--- config.mk ---
export PLATFORM = sky130hd
export DESIGN_NAME = klw_watchdog
export DESIGN_NICKNAME = d
export VERILOG_FILES = /design/src/verilog/klw_pkg.sv /design/src/verilog/klw_tick_if.sv /design/src/verilog/klw_prescaler.sv /design/src/verilog/klw_watchdog.sv
export SDC_FILE = /design/constraint.sdc
export NUM_CORES = 1
export LEC_CHECK = 0
export ABC_AREA = 1
export ABC_CLOCK_PERIOD_IN_PS = 5200
export BUFFER_PORTS_ARGS = -buffer_cell sky130_fd_sc_hd__buf_2
export CAP_MARGIN = 30
export CORE_MARGIN = 5
export CORE_UTILIZATION = 64
export CTS_BUF_LIST = sky130_fd_sc_hd__clkbuf_8
export DETAILED_ROUTE_END_ITERATION = 10
export PLACE_DENSITY = 0.89
export SLEW_MARGIN = 20
export SYNTH_ARGS = -nofsm -noshare
export SYNTH_HDL_FRONTEND = slang
export SYNTH_HIERARCHICAL = 1
export SYNTH_SLANG_ARGS = --single-unit
--- constraint.sdc ---
create_clock -name pclk -period 5.2 [get_ports pclk]
set_clock_uncertainty 0.1 [all_clocks]
set_input_delay 1.3 -clock pclk [delete_from_list [all_inputs] [get_ports pclk]]
set_output_delay 1.3 -clock pclk [all_outputs]
set_load 0.1 [all_outputs]
--- src/verilog/klw_pkg.sv ---
// constants for the key locked watchdog: register map, keys, fields, resets
// assumes a 32-bit apb slave and a 12-bit down counter
// Function
// - key 0xCCCC starts the counter
// - 0x5A5A then 0xA5A5 stops the counter
// - key 0x5555 unlocks protected registers
// - any other key relocks protected registers
// - key 0xAAAA copies reload into counter
// - protected writes ignored until watchdog started
// - control bit 5 freezes counting in deep sleep
// - control bit 4 gates the interrupt output
// - control bit 3 picks reset or interrupt
// - bits 2:0 divide oscillator by 4 shl code
// - control changes only unlocked and not busy
// - reload 12 bits, reset 0xFFF, guarded writes
// - count register shows live counter, read only
// - window register 12 bits, protected, reset 0xFFF
// - start counts down from 0xFFF at prescaled rate
// - zero overflows, reloads, resets or interrupts
// - early refresh resets; window write reloads counter
// - status bits: pending, run, expiry, three busy
package klw_pkg;
  localparam int          DATA_W       = 32;
  localparam int          ADDR_W       = 8;
  localparam int          CNT_W        = 12;
  localparam int          SEL_W        = 3;
  localparam int          DIV_W        = 10;
  localparam int          KEY_W        = 16;

  localparam logic [ADDR_W-1:0] OFS_KEY    = 8'h00;
  localparam logic [ADDR_W-1:0] OFS_CTRL   = 8'h04;
  localparam logic [ADDR_W-1:0] OFS_RELOAD = 8'h08;
  localparam logic [ADDR_W-1:0] OFS_STATUS = 8'h0c;
  localparam logic [ADDR_W-1:0] OFS_WINDOW = 8'h10;
  localparam logic [ADDR_W-1:0] OFS_COUNT  = 8'h24;

  localparam logic [KEY_W-1:0] KEY_START   = 16'hcccc;
  localparam logic [KEY_W-1:0] KEY_REFRESH = 16'haaaa;
  localparam logic [KEY_W-1:0] KEY_UNLOCK  = 16'h5555;
  localparam logic [KEY_W-1:0] KEY_STOP1   = 16'h5a5a;
  localparam logic [KEY_W-1:0] KEY_STOP2   = 16'ha5a5;

  localparam int CTL_HOLD   = 5;
  localparam int CTL_IRQEN  = 4;
  localparam int CTL_ACTION = 3;
  localparam int CTL_SEL_HI = 2;
  localparam int CTL_W      = 6;

  localparam int ST_PEND  = 5;
  localparam int ST_RUN   = 4;
  localparam int ST_EXP   = 3;
  localparam int ST_WBUSY = 2;
  localparam int ST_RBUSY = 1;
  localparam int ST_CBUSY = 0;

  localparam logic [CTL_W-1:0] CTRL_RST  = 6'h00;
  localparam logic [CNT_W-1:0] CNT_FULL  = 12'hfff;
  localparam logic [DIV_W-1:0] DIV_BASE  = 10'h004;
endpackage

--- src/verilog/klw_tick_if.sv ---
// carries oscillator edge, prescaled tick and prescaler control between modules
// assumes both ends run on pclk
interface klw_tick_if;
  import klw_pkg::*;
  logic             osc_edge;
  logic             cnt_tick;
  logic             run_enable;
  logic [SEL_W-1:0] divider_select;

  modport prescaler (output osc_edge, output cnt_tick, input run_enable, input divider_select);
  modport core      (input osc_edge, input cnt_tick, output run_enable, output divider_select);
endinterface

--- src/verilog/klw_prescaler.sv ---
// oscillator pin sampler and programmable prescaler
// assumes the low speed oscillator is far slower than pclk
module klw_prescaler (
  input  wire logic                pclk,
  input  wire logic                presetn,
  input  wire logic                low_speed_osc,
  klw_tick_if.prescaler            tick
);
  import klw_pkg::*;

  logic             osc_meta;
  logic             osc_sync;
  logic             osc_prev;
  logic [DIV_W-1:0] div_cnt;
  logic [DIV_W-1:0] div_limit;

  always_ff @(posedge pclk or negedge presetn) begin
    if (!presetn) begin
      osc_meta <= 1'b0;
      osc_sync <= 1'b0;
      osc_prev <= 1'b0;
    end else begin
      osc_meta <= low_speed_osc;
      osc_sync <= osc_meta;
      osc_prev <= osc_sync;
    end
  end

  assign tick.osc_edge = osc_sync & ~osc_prev;
  assign div_limit     = (DIV_BASE << tick.divider_select) - DIV_BASE + DIV_W'(3);

  // counting stops while held; divider keeps its phase so resume is seamless
  always_ff @(posedge pclk or negedge presetn) begin
    if (!presetn) begin
      div_cnt <= '0;
    end else if (!tick.run_enable) begin
      div_cnt <= div_cnt;
    end else if (tick.osc_edge) begin
      div_cnt <= (div_cnt >= div_limit) ? '0 : div_cnt + DIV_W'(1);
    end
  end

  assign tick.cnt_tick = tick.run_enable & tick.osc_edge & (div_cnt >= div_limit);
endmodule

--- src/verilog/klw_watchdog.sv ---
// key locked watchdog: apb register file, key commands, 12-bit down counter
// assumes deep_sleep is a synchronous level, osc pin resynced in the prescaler, pready answered at once
module klw_watchdog #(
  parameter int CNT_W = 12
) (
  input  wire logic                      pclk,
  input  wire logic                      presetn,
  input  wire logic                      psel,
  input  wire logic                      penable,
  input  wire logic                      pwrite,
  input  wire logic [klw_pkg::ADDR_W-1:0] paddr,
  input  wire logic [klw_pkg::DATA_W-1:0] pwdata,
  output logic      [klw_pkg::DATA_W-1:0] prdata,
  output logic                           pready,
  output logic                           pslverr,
  input  wire logic                      low_speed_osc,
  input  wire logic                      deep_sleep,
  output logic                           sys_reset_req,
  output logic                           wdt_irq
);
  import klw_pkg::*;

  klw_tick_if tick ();

  klw_prescaler u_prescaler (
    .pclk          (pclk),
    .presetn       (presetn),
    .low_speed_osc (low_speed_osc),
    .tick          (tick)
  );

  logic             wr_acc;
  logic             rd_setup;
  logic             mapped;
  logic             key_wr;
  logic [KEY_W-1:0] key_field;
  logic             is_start;
  logic             is_refresh;
  logic             is_stop2;
  logic             guard_ok;
  logic             ctl_wr_ok;
  logic             rel_wr_ok;
  logic             win_wr_ok;
  logic             early_refresh;

  logic             running;
  logic             unlocked;
  logic             stop_armed;
  logic [CTL_W-1:0] control;
  logic [CNT_W-1:0] reload_value;
  logic [CNT_W-1:0] window_value;
  logic [CNT_W-1:0] count_value;
  logic             ctl_busy;
  logic             rel_busy;
  logic             win_busy;
  logic             reload_pending;
  logic             expiry_flag;
  logic             overflow;
  logic [DATA_W-1:0] next_prdata;

  // bus decode; zero wait states
  assign pready   = 1'b1;
  assign wr_acc   = psel & penable & pwrite;
  assign rd_setup = psel & ~penable & ~pwrite;

  always_comb begin
    if (paddr == OFS_KEY || paddr == OFS_CTRL || paddr == OFS_RELOAD) begin
      mapped = 1'b1;
    end else if (paddr == OFS_STATUS || paddr == OFS_WINDOW || paddr == OFS_COUNT) begin
      mapped = 1'b1;
    end else begin
      mapped = 1'b0;
    end
  end

  assign pslverr   = psel & penable & ~mapped;
  assign key_wr    = wr_acc & (paddr == OFS_KEY);
  assign key_field = pwdata[KEY_W-1:0];
  assign is_start  = key_wr & (key_field == KEY_START);
  assign is_refresh = key_wr & (key_field == KEY_REFRESH) & running;
  assign is_stop2  = key_wr & (key_field == KEY_STOP2) & stop_armed;

  // protected writes need a started, unlocked watchdog
  assign guard_ok  = running & unlocked;
  assign ctl_wr_ok = wr_acc & (paddr == OFS_CTRL) & guard_ok & ~ctl_busy;
  assign rel_wr_ok = wr_acc & (paddr == OFS_RELOAD) & guard_ok & ~rel_busy;
  assign win_wr_ok = wr_acc & (paddr == OFS_WINDOW) & guard_ok & ~win_busy;

  // default window of all ones can never be exceeded, so the check is off
  assign early_refresh = is_refresh & (count_value > window_value);

  assign overflow = running & tick.cnt_tick & (count_value == '0);

  assign tick.run_enable     = running & ~(control[CTL_HOLD] & deep_sleep);
  assign tick.divider_select = control[CTL_SEL_HI:0];

  // any key except unlock relocks, including start, refresh and stop
  always_ff @(posedge pclk or negedge presetn) begin
    if (!presetn) begin
      unlocked <= 1'b0;
    end else if (key_wr) begin
      unlocked <= (key_field == KEY_UNLOCK);
    end
  end

  // stop needs the two keys back to back with no other key between
  always_ff @(posedge pclk or negedge presetn) begin
    if (!presetn) begin
      stop_armed <= 1'b0;
    end else if (key_wr) begin
      stop_armed <= (key_field == KEY_STOP1);
    end
  end

  always_ff @(posedge pclk or negedge presetn) begin
    if (!presetn) begin
      running <= 1'b0;
    end else if (is_start) begin
      running <= 1'b1;
    end else if (is_stop2) begin
      running <= 1'b0;
    end
  end

  always_ff @(posedge pclk or negedge presetn) begin
    if (!presetn) begin
      control <= CTRL_RST;
    end else if (ctl_wr_ok) begin
      control <= pwdata[CTL_W-1:0];
    end
  end

  always_ff @(posedge pclk or negedge presetn) begin
    if (!presetn) begin
      reload_value <= CNT_FULL;
    end else if (rel_wr_ok) begin
      reload_value <= pwdata[CNT_W-1:0];
    end
  end

  always_ff @(posedge pclk or negedge presetn) begin
    if (!presetn) begin
      window_value <= CNT_FULL;
    end else if (win_wr_ok) begin
      window_value <= pwdata[CNT_W-1:0];
    end
  end

  // busy holds until the oscillator domain has seen the update
  always_ff @(posedge pclk or negedge presetn) begin
    if (!presetn) begin
      ctl_busy <= 1'b0;
      rel_busy <= 1'b0;
      win_busy <= 1'b0;
    end else begin
      ctl_busy <= ctl_wr_ok | (ctl_busy & ~tick.osc_edge);
      rel_busy <= rel_wr_ok | (rel_busy & ~tick.osc_edge);
      win_busy <= win_wr_ok | (win_busy & ~tick.osc_edge);
    end
  end

  always_ff @(posedge pclk or negedge presetn) begin
    if (!presetn) begin
      reload_pending <= 1'b0;
    end else begin
      reload_pending <= is_refresh | win_wr_ok | (reload_pending & ~tick.osc_edge);
    end
  end

  // refresh and window write take priority over a tick in the same cycle
  always_ff @(posedge pclk or negedge presetn) begin
    if (!presetn) begin
      count_value <= CNT_FULL;
    end else if (is_start && !running) begin
      count_value <= CNT_FULL;
    end else if (is_refresh || win_wr_ok) begin
      count_value <= reload_value;
    end else if (overflow) begin
      count_value <= reload_value;
    end else if (running && tick.cnt_tick) begin
      count_value <= count_value - CNT_W'(1);
    end
  end

  // sticky expiry: a set in the clearing cycle wins
  always_ff @(posedge pclk or negedge presetn) begin
    if (!presetn) begin
      expiry_flag <= 1'b0;
    end else if (overflow) begin
      expiry_flag <= 1'b1;
    end else if (wr_acc && paddr == OFS_STATUS && !pwdata[ST_EXP]) begin
      expiry_flag <= 1'b0;
    end
  end

  always_ff @(posedge pclk or negedge presetn) begin
    if (!presetn) begin
      sys_reset_req <= 1'b0;
    end else begin
      sys_reset_req <= (overflow & ~control[CTL_ACTION]) | early_refresh;
    end
  end

  always_ff @(posedge pclk or negedge presetn) begin
    if (!presetn) begin
      wdt_irq <= 1'b0;
    end else begin
      wdt_irq <= expiry_flag & control[CTL_ACTION] & control[CTL_IRQEN];
    end
  end

  always_comb begin
    next_prdata = '0;
    if (paddr == OFS_CTRL) begin
      next_prdata[CTL_W-1:0] = control;
    end else if (paddr == OFS_RELOAD) begin
      next_prdata[CNT_W-1:0] = reload_value;
    end else if (paddr == OFS_STATUS) begin
      next_prdata[ST_PEND]  = reload_pending;
      next_prdata[ST_RUN]   = running;
      next_prdata[ST_EXP]   = expiry_flag;
      next_prdata[ST_WBUSY] = win_busy;
      next_prdata[ST_RBUSY] = rel_busy;
      next_prdata[ST_CBUSY] = ctl_busy;
    end else if (paddr == OFS_WINDOW) begin
      next_prdata[CNT_W-1:0] = window_value;
    end else if (paddr == OFS_COUNT) begin
      next_prdata[CNT_W-1:0] = count_value;
    end
  end

  // read data captured in setup so the access phase needs no wait
  always_ff @(posedge pclk or negedge presetn) begin
    if (!presetn) begin
      prdata <= '0;
    end else if (rd_setup) begin
      prdata <= next_prdata;
    end
  end
endmodule

==> results.toml, run 1 <==
[grt]
grt_max_degree = 41
grt_pass1_wl_um = 21380
grt_pass1_vias = 4639
antenna_found_initial = 0
grt_overflow = 0
track_usage_pct = 26.61

[placement]
globalplace.congestion = 0.9327
dpl.hpwl_um = 9521
dpl_cell_area_um2 = 5344
dp_slack_ps = 1382
numPortBuffers = 45

[synthesis]
synth-async-reset-ratio_pct = 100.0
synth_cells = 664
netlist.area_leader.share_pct = 19.84
yosys.area.top_type = "dfrtp_1"
yosysWarnings = 6
syn-cell-area_um2 = 5171
ys_seq_area_share_pct = 38.13
synth.avg_cell_area_um2 = 7.788
synth.distinct_cells = 45
synth-edff-count = 0
synthTopCellsByArea = "dfrtp_1 20%, dfstp_2 18%, nand2_1 11%"
ys.flop_type = "dfrtp_1"
synth-seq-cells = 77

[floorplanning]
die_h_um = 99.89
dieWidth_um = 99.89
io_pins = 83
core_um2 = 7807
start_util_pct = 66.23
fp-row-count = 32
die_area_um2 = 9978

[critical_path]
critPathMaxFanout = 8
worstSetupEndpointType = "output pin"
r2r-start = "control[1]"
cp.required_ps = 3800
worstReg2RegEnd = "count_value[11]"
rrSetupSlack_ps = 1850
crit_path_start_kind = "input port"
reg2reg_depth = 14
worstPathArrival_ps = 2440
path_class = "in -> out"

[layout]
areaGrowthSynthToFinish_pct = 8.541
multi_input_area_um2 = 2645
final_area_um2 = 5613
antennaDiodeCount = 0
fillers = 565
drive_above_1_share_pct = 23.10
postLayoutCoreUtil_pct = 71.89
fin_nets = 775
seq_area_um2 = 1972

[clock_tree]
post-cts-setup-buffer-count = 0
clock-sinks = 77
cts_max_path_buffers = 2
clk_latency_ps = 370
ctsHoldBuffers = 0
cts_tree = "yes"
numCtsBuffers = 9
ctsResizeCount = 0
ctsHtreeMaxLevel = 3
root_buffer = "clkbuf_8"
path_clk_slew_ps = 80

[timing]
setup_violations = 0
relSlewSlack_pct = 38.50
fin_ws_ps = 1362
hold_viol = 0
fin_crit_sh_pct = 73.80
rsz0062_at_grt = "no"
fmax_mhz = 260.6
tns_ps = 0
worst_slew_pin_slew_ps = 917.6
maxSlewViolCount = 0
min_period_ps = 3838

[route]
via_per_inst = 5.797
vias = 4707
drc = 0
drt_wl_total_um = 12910
ant_nets = 0
dr.first_iter.drc_count = 379
routedWlPerCell_um = 15.89
first_pass_iters = 6

[run]
maxCapViolCount = 0

[worst_hold_path]
worstHoldPathCells = 0
hold_class = "reg -> reg"
min_to = "u_prescaler/osc_sync"
hp-start = "u_prescaler/osc_meta"

[power_and_ir_drop]
leakagePower_uw = 0.002731
pwr_density_cell_nw_per_um2 = 248.3
peakVddDrop_mv = 0.1923

[outcome]
status = "complete, no violations"
## cell type report
type | instances | area share (%)
Clock inverter | 6 | 1.984
Tap cell | 102 | 2.274
Clock buffer | 10 | 2.452
Multi-Input combinational cell | 477 | 47.12
Inverter | 92 | 6.398
Sequential cell | 77 | 35.13
Timing Repair Buffer | 48 | 4.637
## worst max-delay path, cell delays in order
cell and delay (ps):
buf_2 130, inv_2 130, nor3_1 80, nand3_1 100, nand3_1 90, nor4_2 140
buf_2 460
## worst max path at each step
stage	from	end	slack (ps)
2_1_floorplan	paddr[7]	pslverr	540
3_3_place_gp	paddr[2]	pslverr	1420
3_5_place_dp	paddr[2]	pslverr	1380
4_1_cts	paddr[2]	pslverr	1370
5_1_grt	paddr[2]	pslverr	1210
6_report	paddr[2]	pslverr	1360
## cells in the final DEF, fill, tap and decap left out, types with 6 or more instances in the layout
| cell | n |
|---|---|
| nand2_1 | 156 |
| inv_1 | 86 |
| nor2_1 | 51 |
| buf_2 | 45 |
| dfrtp_1 | 41 |
| dfstp_2 | 36 |
| o21ai_0 | 28 |
| a21oi_1 | 27 |
| nand3_1 | 26 |
| o21ai_1 | 25 |
| nand4_1 | 24 |
| ha_1 | 23 |
| conb_1 | 22 |
| nand3_2 | 16 |
| nand2_2 | 15 |
| clkbuf_8 | 10 |
| o211ai_1 | 8 |
| nor2_2 | 6 |
| inv_2 | 6 |
| a21oi_2 | 6 |
## logic make-up after synthesis
family / share of synthesized area (%)
simple gates: 30.80
fa+ha+maj: 5.565
buf+inv: 12.22
mux: 0.9679
compound gates: 10.91
flops: 38.13
other cells: 0.2177
xor+xnor: 1.186
## power by group
part | internal (uW) | switching, uW | leakage (uW)
registers | 609 | 5.60 | 0.000896
clock network | 333 | 241 | 0.000128
logic | 26.8 | 178 | 0.00171
## synth_stat cells, types with 4 or more instances
cell type	instances
o21ai_0	28
buf_2	4
a21oi_1	27
nor3_1	4
dfrtp_1	41
nor2_2	6
nand4_1	24
xor2_1	5
buf_4	24
nand3_2	16
clkbuf_1	5
nand3_1	26
nor2_4	5
a21oi_2	6
nor2_1	51
inv_2	6
mux2i_1	5
dfstp_2	36
inv_1	85
nand2_1	156
nand2_2	15
o211ai_1	8
ha_1	23
o21ai_1	25
## per-stage QoR
step / std cells / hold slack [ps] / power, uW
2_1_floorplan: 683 / 231.2 / 790.4
3_3_place_gp: 795 / 234.2 / 820.9
3_5_place_dp: 795 / 237.0 / 825.5
4_1_cts: 811 / 254.8 / 1389
5_1_grt: 812 / 270.4 / 1434
6_report: 812 / 254.3 / 1394
## routing by layer
| layer | wire length, um | track usage, % |
|---|---|---|
| met4 | 592 | 13.34 |
| met3 | 1003 | 5.142 |
| met2 | 6214 | 44.54 |
| met1 | 5095 | 32.75 |
| met5 | 0 | 0 |
## state kept, by name, indices dropped and copies added (netlist names), 6 cells and up
name / flops
window_value: 12
u_prescaler/div_cnt: 10
prdata: 12
control: 6
reload_value: 12
count_value: 12
Power figures use the tool's default switching activity.
==> run 2: changes to the inputs <==
- ABC_CLOCK_PERIOD_IN_PS: 5200 -> 3390
- CORE_UTILIZATION: 64 -> 53
- PLACE_DENSITY: 0.89 -> 0.78
- clock period: 5.2 -> 3.39 ns (I/O delays scaled with it)
==> run 2 against run 1 <==
Hold slack got worse by 12 ps. Count of clock-buffer cells in the layout decreased by 1. Sequential share of layout area decreased by 0.19 points. Combinational power increased by 51%. Non-clock buffer count increased by 4. First-iteration DRC count decreased by 22%. Cell count increased by 4.3%. Core utilization decreased by 13 points. Critical path type unchanged. Die area increased by 19%. Critical path depth unchanged. Worst setup slack got worse by 910 ps. Power increased by 40%.
==> results.toml, run 2 (same netlist as run 1, synthesis figures left out) <==
[outcome]
status = "complete, no violations"

[route]
first_pass_iters = 5
drt_wl_total_um = 12270
drc = 0
ant_nets = 0
routedWlPerCell_um = 14.48
via_per_inst = 5.270
dr.first_iter.drc_count = 294
vias = 4464

[timing]
setup_violations = 0
worst_slew_pin_slew_ps = 615.1
hold_viol = 0
rsz0062_at_grt = "no"
fmax_mhz = 340.1
fin_ws_ps = 450.0
tns_ps = 0
relSlewSlack_pct = 58.90
maxSlewViolCount = 0
fin_crit_sh_pct = 86.73
whs_ps = 241.9
min_period_ps = 2940

[clock_tree]
path_clk_slew_ps = 90
post-cts-setup-buffer-count = 0
ctsResizeCount = 0
cts_tree = "yes"
clock-sinks = 77
numCtsBuffers = 9
clk_latency_ps = 360
ctsHtreeMaxLevel = 3
root_buffer = "clkbuf_8"
cts_max_path_buffers = 2
ctsHoldBuffers = 0

[critical_path]
worstSetupEndpointType = "output pin"
cp.required_ps = 2440
slowest_stage = "buf_2"
critPathMaxFanout = 8
worstPathCellList = "buf_2 > inv_2 > nor3_1 > nand3_1 > nand3_1 > nor4_4 > buf_2"
cpPeakStageDelay_ps = 470
rrSetupSlack_ps = 500
path_class = "in -> out"
worstPathArrival_ps = 1990
crit_path_start_kind = "input port"

[grt]
grt_pass1_vias = 4364
track_usage_pct = 22.43
grt_pass1_wl_um = 21060
antenna_found_initial = 0
grt_overflow = 0
grt_max_degree = 78

[placement]
dpl.hpwl_um = 9433
globalplace.congestion = 0.9745
dp_cells = 830
dp_slack_ps = 355.1
numPortBuffers = 45

[floorplanning]
core_um2 = 9639
dieWidth_um = 108.8
io_pins = 83
die_h_um = 108.8
fp-row-count = 36
start_util_pct = 53.65
die_area_um2 = 11830

[power_and_ir_drop]
peakVddDrop_mv = 0.3182
pwr_density_cell_nw_per_um2 = 344.7
leakagePower_uw = 0.002732

[worst_hold_path]
hold_class = "in -> async"

[layout]
drive_above_1_share_pct = 23.39
finalNonFillerCells = 847
fillers = 910
antennaDiodeCount = 0
layout_commonest_cell = "nand2_1"
layout_common_cells = "156 x nand2_1, 87 x inv_1, 51 x nor2_1"
areaGrowthSynthToFinish_pct = 9.122
fin_nets = 779

[run]
maxCapViolCount = 0
## run 2: cell count changes in the layout (fill, tap and decap cells not counted), sizes merged
| cell | previous run | this run |
|---|---|---|
| clkbuf | 10 | 9 |
| bufinv | 4 | 2 |
| clkinvlp | 0 | 1 |
| inv | 93 | 94 |
| buf | 48 | 52 |
| clkinv | 1 | 2 |
## run 2: power by group
part | leakage (uW) | switching (uW) | total, uW | internal (uW)
logic | 0.00173 | 268 | 310 | 42.0
clock network | 0.000102 | 356 | 693 | 338
registers | 0.000896 | 7.88 | 942 | 934
total | 0.00273 | 632 | 1950 | 1310
## run 2: worst max-delay path, delay by kind of cell
family	cells	cell delay (ps)
buffers and inverters	3	720
AND/OR/NAND/NOR	4	430
## run 2: metal layers
layer | wire length, um | GRT usage (%) | share of wire, % | vias to the layer above
met2 | 5954 | 37.47 | 49 | 121
met1 | 5564 | 30.13 | 45 | 2117
met3 | 576 | 3.730 | 4.7 | 18
met4 | 170 | 6.312 | 1.4 | 0
met5 | 0 | 0 | 0 | -
li1 | - | - | - | 2208
## run 2: per-stage QoR
| stage | area (um2) | utilization, % | power, uW |
|---|---|---|---|
| floorplan | 5258 | - | 1213 |
| CTS | 5615 | 58.26 | 1953 |
| finish | 5643 | 58.54 | 1945 |
| detailed placement | 5424 | 56.27 | 1265 |
| global placement | 5424 | 56.27 | 1261 |
| global route | 5643 | 58.54 | 2024 |
## run 2: path summary, 6_finish.rpt
check,from,to,cells after the start
setup / recovery,paddr[2],pslverr,7
hold / removal,presetn,u_prescaler/div_cnt[5],1
setup reg to reg,control[2],sys_reset_req,12
hold reg to reg,u_prescaler/osc_meta,u_prescaler/osc_sync,0
max in group asynchronous,presetn,window_value[5],2
min in group pclk,u_prescaler/osc_meta,u_prescaler/osc_sync,0
## run 2: area by class of cell
cell class              instances  area [um2]  share of cell area [%]
clock buffers                   9       123.9                   2.195
clock inverters                 7       67.56                   1.197
inverters                      92       359.1                   6.364
multi-input cells             477        2654                   47.03
flip-flops and latches         77        1972                   34.94
well taps                     133       166.4                   2.949
repair buffers                 52       300.3                   5.322
